<file path="src/verilog/twd_params.svh">
// Constants of the two-wire debug register front end
`ifndef TWD_PARAMS_SVH
`define TWD_PARAMS_SVH

// Data register selections
`define TWD_SEL_IDENT 8'h00
`define TWD_SEL_REV 8'h01
`define TWD_SEL_CTL 8'h02
`define TWD_SEL_DATA 8'hb4
`define TWD_ADDR_RST 8'h00
`define TWD_CTL_RST 8'h00

// Programming unlock sequence
`define TWD_UNLOCK_1 8'h02
`define TWD_UNLOCK_2 8'h01

// Flash command codes
`define TWD_CMD_BLK_RD 8'h06
`define TWD_CMD_BLK_WR 8'h07
`define TWD_CMD_PG_ERASE 8'h08
`define TWD_CMD_DEV_ERASE 8'h03

// Link instruction codes, sent LSB first
`define TWD_INS_DATA_RD 2'h0
`define TWD_INS_ADDR_WR 2'h1
`define TWD_INS_DATA_WR 2'h2
`define TWD_INS_ADDR_RD 2'h3

// Timing
`define TWD_CLK_NS 10
`define TWD_IDLE_NS 2000
`define TWD_IDLE_CYC ((`TWD_IDLE_NS + `TWD_CLK_NS - 1) / `TWD_CLK_NS)

`endif

</file>
<file path="src/verilog/dummy_unused_never.sv">
// Holds no logic; the whole block lives in twd_debug_regs.sv

</file>
<file path="src/verilog/twd_pkg.sv">
// Types of the two-wire debug register front end
package twd_pkg;
    typedef enum logic [2:0] {
        TWD_ST_INS = 3'h1,
        TWD_ST_WDATA = 3'h2,
        TWD_ST_RDATA = 3'h4
    } twd_state_e;
endpackage

</file>
<file path="src/verilog/twd_debug_regs.sv">
// Two-wire debug link and its register front end
// What this block does
// Host clocks the link; registers reached only over clock and data pins.
// Eight-bit address select register, reset zero, picks data register.
// Select 0x00: data read returns part identification.
// Select 0x01: data read returns silicon revision.
// Select 0x02: data read and write reach programming control.
// Select 0xB4: data read and write reach programming data.
// Part identification is a fixed read-only code; writes ignored.
// Silicon revision comes from the part, not a fixed constant.
// Programming enables after writes 0x02 then 0x01; only reset clears.
// Programming data carries commands 0x06, 0x07, 0x08, 0x03.
// Unassigned select reads zero; writes there are ignored.
`timescale 1ns/1ps
`default_nettype none
`include "twd_params.svh"

module twd_debug_regs #(
    parameter logic [7:0] PART_IDENT = 8'h5c, // Arbitrary value
    parameter int IDLE_CYC = `TWD_IDLE_CYC
) (
    input wire logic ref_clk,
    input wire logic rst_n,
    input wire logic debug_clock_pin,
    input wire logic debug_data_pin_in,
    output logic debug_data_pin_out,
    output logic debug_data_pin_oe,
    input wire logic [7:0] silicon_revision_strap,
    input wire logic [7:0] flash_data_rd,
    input wire logic flash_cmd_expect,
    output logic flash_prog_enable,
    output logic flash_data_wr_stb,
    output logic flash_data_rd_stb,
    output logic [7:0] flash_data_wr,
    output logic flash_cmd_stb
);
    import twd_pkg::*;

    // ------------------------------------------------------------
    // Pin synchronisers and edge detection
    // ------------------------------------------------------------
    logic ck_s1_q, ck_s2_q, ck_s3_q, d_s1_q, d_s2_q;
    always_ff @(posedge ref_clk or negedge rst_n)
    begin
        if (!rst_n)
        begin
            {ck_s1_q, ck_s2_q, ck_s3_q} <= 3'h0;
            {d_s1_q, d_s2_q} <= 2'h0;
        end
        else
        begin
            {ck_s1_q, ck_s2_q, ck_s3_q} <= {debug_clock_pin, ck_s1_q, ck_s2_q};
            {d_s1_q, d_s2_q} <= {debug_data_pin_in, d_s1_q};
        end
    end
    wire ck_rise = ck_s2_q && !ck_s3_q;
    wire ck_fall = !ck_s2_q && ck_s3_q;

    // ------------------------------------------------------------
    // Frame state
    // ------------------------------------------------------------
    // A long low clock realigns the frame, so a lost edge cannot hang it
    logic [15:0] idle_q;
    twd_state_e state_q, state_d;
    logic [1:0] ins_q;
    logic [7:0] sh_q, sh_d;
    logic [3:0] cnt_q, cnt_d;
    logic drive_q;
    logic [7:0] addr_q, ctl_q, rev_q;
    logic rev_taken_q, armed_q, prog_q;

    // Gated by the clock level so the first rise after idle is not lost
    wire idle_hit = !ck_s2_q && (idle_q >= 16'(IDLE_CYC));
    wire ins_done = ck_rise && state_q == TWD_ST_INS && cnt_q == 4'h1;
    wire [1:0] ins_now = {d_s2_q, sh_q[7]};
    wire wr_done = ck_rise && state_q == TWD_ST_WDATA && cnt_q == 4'h7;
    wire [7:0] wr_byte = {d_s2_q, sh_q[7:1]};
    wire rd_load = ins_done && ins_now == `TWD_INS_DATA_RD;
    wire ar_load = ins_done && ins_now == `TWD_INS_ADDR_RD;
    wire rd_done = ck_rise && state_q == TWD_ST_RDATA && cnt_q == 4'h7;

    // ------------------------------------------------------------
    // Register selection
    // ------------------------------------------------------------
    wire sel_ident = addr_q == `TWD_SEL_IDENT;
    wire sel_rev = addr_q == `TWD_SEL_REV;
    wire sel_ctl = addr_q == `TWD_SEL_CTL;
    wire sel_data = addr_q == `TWD_SEL_DATA;
    wire [7:0] rd_mux = sel_ident ? PART_IDENT :
        sel_rev ? rev_q :
        sel_ctl ? ctl_q :
        sel_data ? flash_data_rd :
        8'h00;
    wire addr_wr = wr_done && ins_q == `TWD_INS_ADDR_WR;
    wire data_wr = wr_done && ins_q == `TWD_INS_DATA_WR;
    wire ctl_wr = data_wr && sel_ctl;
    wire fpd_wr = data_wr && sel_data;
    wire cmd_code = wr_byte == `TWD_CMD_BLK_RD ||
        wr_byte == `TWD_CMD_BLK_WR || wr_byte == `TWD_CMD_PG_ERASE ||
        wr_byte == `TWD_CMD_DEV_ERASE;

    always_comb
    begin
        state_d = state_q;
        sh_d = sh_q;
        cnt_d = cnt_q;
        if (idle_hit)
        begin
            state_d = TWD_ST_INS;
            cnt_d = 4'h0;
        end
        else if (ck_rise)
        begin
            sh_d = {d_s2_q, sh_q[7:1]};
            cnt_d = cnt_q + 4'h1;
            case (state_q)
                TWD_ST_INS:
                begin
                    if (cnt_q == 4'h1)
                    begin
                        cnt_d = 4'h0;
                        if (rd_load)
                        begin
                            state_d = TWD_ST_RDATA;
                            sh_d = rd_mux;
                        end
                        else if (ar_load)
                        begin
                            state_d = TWD_ST_RDATA;
                            sh_d = addr_q;
                        end
                        else
                            state_d = TWD_ST_WDATA;
                    end
                end
                TWD_ST_WDATA:
                begin
                    if (cnt_q == 4'h7)
                    begin
                        state_d = TWD_ST_INS;
                        cnt_d = 4'h0;
                    end
                end
                TWD_ST_RDATA:
                begin
                    sh_d = sh_q;
                    if (cnt_q == 4'h7)
                    begin
                        state_d = TWD_ST_INS;
                        cnt_d = 4'h0;
                    end
                end
                default:
                    state_d = TWD_ST_INS;
            endcase
        end
        else if (ck_fall && state_q == TWD_ST_RDATA && drive_q)
            sh_d = {1'b0, sh_q[7:1]};
    end

    always_ff @(posedge ref_clk or negedge rst_n)
    begin
        if (!rst_n)
        begin
            state_q <= TWD_ST_INS;
            sh_q <= 8'h00;
            cnt_q <= 4'h0;
            ins_q <= 2'h0;
            idle_q <= 16'h0000;
            drive_q <= 1'b0;
        end
        else
        begin
            state_q <= state_d;
            sh_q <= sh_d;
            cnt_q <= cnt_d;
            if (ins_done)
                ins_q <= ins_now;
            idle_q <= ck_s2_q ? 16'h0000 : (idle_hit ? idle_q : idle_q + 16'h1);
            if (state_d != TWD_ST_RDATA)
                drive_q <= 1'b0;
            else if (ck_fall)
                drive_q <= 1'b1;
        end
    end

    // ------------------------------------------------------------
    // Registers
    // ------------------------------------------------------------
    always_ff @(posedge ref_clk or negedge rst_n)
    begin
        if (!rst_n)
        begin
            addr_q <= `TWD_ADDR_RST;
            ctl_q <= `TWD_CTL_RST;
            rev_q <= 8'h00;
            rev_taken_q <= 1'b0;
            armed_q <= 1'b0;
            prog_q <= 1'b0;
        end
        else
        begin
            if (addr_wr)
                addr_q <= wr_byte;
            // Strap caught after release, never under the reset itself
            if (!rev_taken_q)
            begin
                rev_q <= silicon_revision_strap;
                rev_taken_q <= 1'b1;
            end
            if (ctl_wr)
            begin
                ctl_q <= wr_byte;
                armed_q <= wr_byte == `TWD_UNLOCK_1;
                if (armed_q && wr_byte == `TWD_UNLOCK_2)
                    prog_q <= 1'b1;
            end
        end
    end

    always_ff @(posedge ref_clk or negedge rst_n)
    begin
        if (!rst_n)
        begin
            flash_data_wr <= 8'h00;
            flash_data_wr_stb <= 1'b0;
            flash_data_rd_stb <= 1'b0;
            flash_cmd_stb <= 1'b0;
        end
        else
        begin
            flash_data_wr_stb <= fpd_wr && prog_q;
            flash_data_rd_stb <= rd_load && sel_data && prog_q;
            flash_cmd_stb <= fpd_wr && prog_q && flash_cmd_expect &&
                cmd_code;
            if (fpd_wr)
                flash_data_wr <= wr_byte;
        end
    end

    assign flash_prog_enable = prog_q;
    assign debug_data_pin_oe = drive_q && state_q == TWD_ST_RDATA;
    assign debug_data_pin_out = sh_q[0];
endmodule // twd_debug_regs

`default_nettype wire

</file>
<file path="config.mk">
export PLATFORM = sky130hd
export DESIGN_NAME = twd_debug_regs
export DESIGN_NICKNAME = d
export VERILOG_FILES = /design/src/verilog/dummy_unused_never.sv /design/src/verilog/twd_pkg.sv /design/src/verilog/twd_debug_regs.sv
export VERILOG_INCLUDE_DIRS = /design/src /design/src/verilog
export SDC_FILE = /design/constraint.sdc
export NUM_CORES = 1
export LEC_CHECK = 0
export BUFFER_PORTS_ARGS = -buffer_cell sky130_fd_sc_hd__buf_2
export CAP_MARGIN = 0
export CORE_MARGIN = 3
export CORE_UTILIZATION = 50
export DETAILED_ROUTE_END_ITERATION = 16
export PLACE_DENSITY = 0.7
export SYNTH_ARGS = -nofsm -noshare
export SYNTH_HDL_FRONTEND = slang
export SYNTH_SLANG_ARGS = --single-unit
</file>
<file path="constraint.sdc">
create_clock -name ref_clk -period 2.4 [get_ports ref_clk]
set_input_delay 0.72 -clock ref_clk [delete_from_list [all_inputs] [get_ports ref_clk]]
set_output_delay 0.72 -clock ref_clk [all_outputs]
set_load 0.1 [all_outputs]
</file>
**Word level (Yosys, flattened, before mapping)**

Cells that the tools add are included.
W data, S select, Z words.

- Input port bits: 21
- Register bits: 77

- Equal/unequal tests: 20
- Bitwise logic cells: 1
- Muxes and demuxes: 26
- $lt $le $gt $ge: 1
- Add/sub/neg operators: 2
- Reductions and logical operators: 35

Operator list:

| kind | number |
|---|---|
| $mux W8 | 9 |
| $mux W16 | 2 |
| $eq A8 B2 Y1 const B | 3 |
| $logic_and A1 B1 Y1 | 22 |
| $mux W3 | 6 |
| $add A16 B1 Y16 const B | 1 |
| $eq A8 B1 Y1 const B | 2 |
| $eq A8 B3 Y1 const B | 2 |
| $ge A16 B8 Y1 const B | 1 |
| $mux W4 | 4 |
| $pmux W8 S2 | 1 |
| $eq A8 B4 Y1 const B | 1 |
| $eq A8 B8 Y1 const B | 1 |
| $logic_not A8 Y1 | 1 |
| $pmux W4 S2 | 1 |
| $pmux W3 S2 | 1 |
| $reduce_bool A2 Y1 | 3 |
| $add A4 B1 Y4 const B | 1 |
| $eq A2 B2 Y1 const B | 2 |
| $eq A4 B1 Y1 const B | 1 |
| $eq A4 B3 Y1 const B | 1 |
| $ne A2 B2 Y1 const B | 2 |
| $eq A3 B1 Y1 const B | 1 |
| $eq A3 B2 Y1 const B | 1 |
| other kinds (11) | 15 |

**Depth between registers and ports, before layout**

- Word-level depth: 13
- Depth in mapped cells: 7

**Worst setup path before layout**

Ideal clock, no wire load.

- Kind: register to output
- From: register state_q[1]
- To: output port debug_data_pin_oe
- Buffers on the path: 1
- Data arrival time: 1.295 ns
- Cell stages (with the launch flop): 4
- Required time: 1.680 ns
- Path slack: 0.385 ns
- Cells stage by stage: dfrtp_1 > buf_4 > nand4bb_1 > inv_1

- Word-level cells in the longest chain between the ends: 2

Ends and longest elaborated chain:

| what | line | RTL |
|---|---|---|
| from (decl) | twd_debug_regs.sv:64 | `twd_state_e state_q, state_d;` |
| from (signal assigned) | twd_debug_regs.sv:174 | `state_q <= state_d;` |
| $eq A3 B3 Y1 | twd_debug_regs.sv:242 | `assign debug_data_pin_oe = drive_q && state_q == TWD_ST_RDATA;` |
| $logic_and A1 B1 Y1 | twd_debug_regs.sv:242 |  |
| to (decl) | twd_debug_regs.sv:27 | `output logic debug_data_pin_oe,` |

Every way passes these cells.

**Final worst setup path**

Same ends and word-level chain as after synthesis.

==> impl_metrics.toml <==
[run_status]
status = "finished, final reports clean"

[setup_path]
worstRegToRegCells = 4
cp-start-kind = "register"
critical_path.max_fanout = 9
reg2reg_from = "state_q[1]$_DFF_PN0_"
cpPeakStageDelay_ns = 0.48
slowest_stage = "dfrtp_1"
crit_path_end_kind = "output port"
worst-r2r-setup-slack_ns = 0.24
critPathRequiredTime_ns = 1.68
worstSetupPathType = "register to output port"
reg2reg_to = "ctl_q[3]$_DFFE_PN0P_"
crit_arrival_ns = 1.51
path_cells = "nand4bb_1 -> inv_1 -> clkbuf_4"

[cts]
cts_buffer_depth = 2
post_cts_buffers = 0
numCtsBuffers = 9
numClockSinks = 77
cts_resized = 0
cts-hold-fix-buffers = 0
cts_tree = "yes"
clock_latency_ns = 0.34
htreeDepth = 3
cts_root_buffer = "clkbuf_8"
clk_pin_slew_ns = 0.08

[grt]
grt_pass1_wl_mm = 14.0
gr-usage-met1_pct = 30.8
antenna_found_initial = 0
grt_overflow = 0
met2_usage_pct = 30.7
grt_max_degree = 42
grt.met3_usage_pct = 4.35
busiest_layer = "met1"
grt_pass1_vias = 2741
grt_util_all_layers_pct = 21.1

[cells_and_area]
num-fill-cells = 621
multi_input_area_sq_um = 1660
diodes = 0
drive_gt1_share_pct = 25.1
syn_to_final_growth_pct = 13.1
nets = 402
ff_latch_area_sq_um = 1930
final_util_pct = 60.1

[power_and_ir_drop]
power_frac_comb_pct = 19.4
p_leak_nw = 1.99
power.switching_w = 0.00101
peakVddDrop_uv = 446
p_clk_share_pct = 30.1
power_density_nw_per_um2 = 761
swShare_pct = 31.7
seqPwrFrac_pct = 50.5
internal-power_w = 0.00218

[floorplan]
die-area_sq_um = 8490
row_count = 30
floorplan.core_area_sq_um = 6980
die_h_microns = 92.1
die_width_microns = 92.1
ios = 35
start_util_pct = 53.1

[yosys]
yosys.area_share.simple_pct = 18.3
synth_ff_type = "dfrtp_1"
avgSynthCellArea_sq_um = 10.9
synth_top_area_cell = "dfrtp_1"
synth-edff-count = 0
synth_common_cells = "dfrtp_1, nor2_1, nand2_1"
synth_top_family_by_area = "simple AND/OR/NAND/NOR gates"
yosys.area_share.adder_pct = 1.35
yosys_warnings = 0
synthArstFlopShare_pct = 100
yosys-top-cells-area = "dfrtp_1, mux2_2, nor2_1"
yosysSeqAreaShare_pct = 52.0
synthMostInstantiatedCell = "dfrtp_1"
synth_top_area_share_pct = 51.3
syn_nets = 366
synthMuxAreaShare_pct = 9.35
synth-seq-cells = 77
synthXorXnorAreaFrac_pct = 2.13
ys_types = 63
synth-compound-area-share_pct = 13.5
syn_inst = 341
syn_area_sq_um = 3710

[min_path]
hp-class = "input port to asynchronous set/reset pin"

[sta]
setup_viol = 0
fmax_ghz = 0.448
period_share_pct = 93.0
final_hold_viol_count = 0
worst_pin_slew_ns = 0.613
finalMaxSlewViolations = 0
finClkSkew_ns = 0.0115
rsz0062_at_grt = "false"
slew_headroom_pct = 59.2
setup_tns_ns = 0
period_minus_slack_ns = 2.23
fin_hold_ws_ns = 0.355

[detailed_routing]
drc_errors = 0
post_drt_wl_per_cell_microns = 17.1
viasPerCell = 5.83
vias = 2786
wl_mm = 8.16
antenna_left = 0
firstDrtPassIters = 5
first_iter_violations = 230

[place]
post-dp-hpwl_mm = 5.83
gp_congestion = 0.869
portBuffers = 34

[run]
drv_cap = 0
==> power by group through the flow <==
stage / clock (W) / sequential [W] / combinational (W)
after detailed placement: 0 / 0.00163 / 0.000613
after CTS: 0.000985 / 0.00161 / 0.000617
after global placement: 0 / 0.00162 / 0.000604
after global routing: 0.00105 / 0.00163 / 0.000680
after floorplan: 0 / 0.00156 / 0.000502
final: 0.000961 / 0.00161 / 0.000619
==> flip-flops by register name, indices dropped and copies added, names as in the netlist, 2 cells and up <==
register,flops
flash_data_wr,8
addr_q,8
idle_q,16
sh_q,8
ins_q,2
cnt_q,4
rev_q,8
ctl_q,8
state_q,3
==> cells by family after synthesis <==
family,after synthesis
other,1
AO/OA/AOI/OAI,71
AND/OR/NAND/NOR,123
adder cells (fa/ha/maj),4
buffers and inverters,26
XOR/XNOR,9
multiplexers,30
flip-flops,77
==> worst max-delay path by stage <==
stage,startpoint,to
floorplan,state_q[1]$_DFF_PN0_,debug_data_pin_oe
global placement,state_q[1]$_DFF_PN0_,ctl_q[3]$_DFFE_PN0P_
detailed placement,state_q[2]$_DFF_PN0_,sh_q[3]$_DFFE_PN0P_
CTS,state_q[1]$_DFF_PN0_,debug_data_pin_oe
global route,state_q[1]$_DFF_PN0_,debug_data_pin_oe
finish,state_q[1]$_DFF_PN0_,debug_data_pin_oe
==> worst max-delay path: cells and delay by family, from the launching register on <==
kind | cells | cell delay (ns)
DFF | 1 | 0.48
buffers and inverters | 2 | 0.42
and+or+nand+nor | 1 | 0.26
==> per-layer routing <==
layer  part of all wire (%)  vias to the layer above
met1                     47                     1354
met2                     45                      112
met5                      0                        -
li1                       -                     1306
met4                    1.6                        0
met3                    5.9                       14
==> area by class of cell <==
type	count	share of cell area (%)
clock buffer	12	3.46
inverter	7	0.627
multi-input combinational	238	39.7
clock inverter	4	1.13
timing repair buffer	44	6.27
sequential	77	46.0
tap	96	2.86
==> metrics by stage <==
stage / setup WS, ns / cell area, sq um / instances / power, W
finish: 0.169 / 4190 / 478 / 0.00319
global route: 0.0872 / 4190 / 478 / 0.00337
CTS: 0.0780 / 4190 / 478 / 0.00321
detailed placement: 0.250 / 3990 / 462 / 0.00225
global placement: 0.319 / 3990 / 462 / 0.00223
floorplan: 0.385 / 3710 / 341 / 0.00206
==> layout by cell type, fill, tap and decap left out, drive strengths merged, types with 7 or more instances in the layout <==
| cell | count |
|---|---|
| nor3 | 8 |
| a21oi | 12 |
| nor2 | 29 |
| nor2b | 14 |
| dfrtp | 76 |
| nand2 | 29 |
| buf | 43 |
| nand2b | 7 |
| clkbuf | 13 |
| mux2 | 28 |
| o21ai | 15 |
No activity file was read; power rests on OpenSTA's default activity.
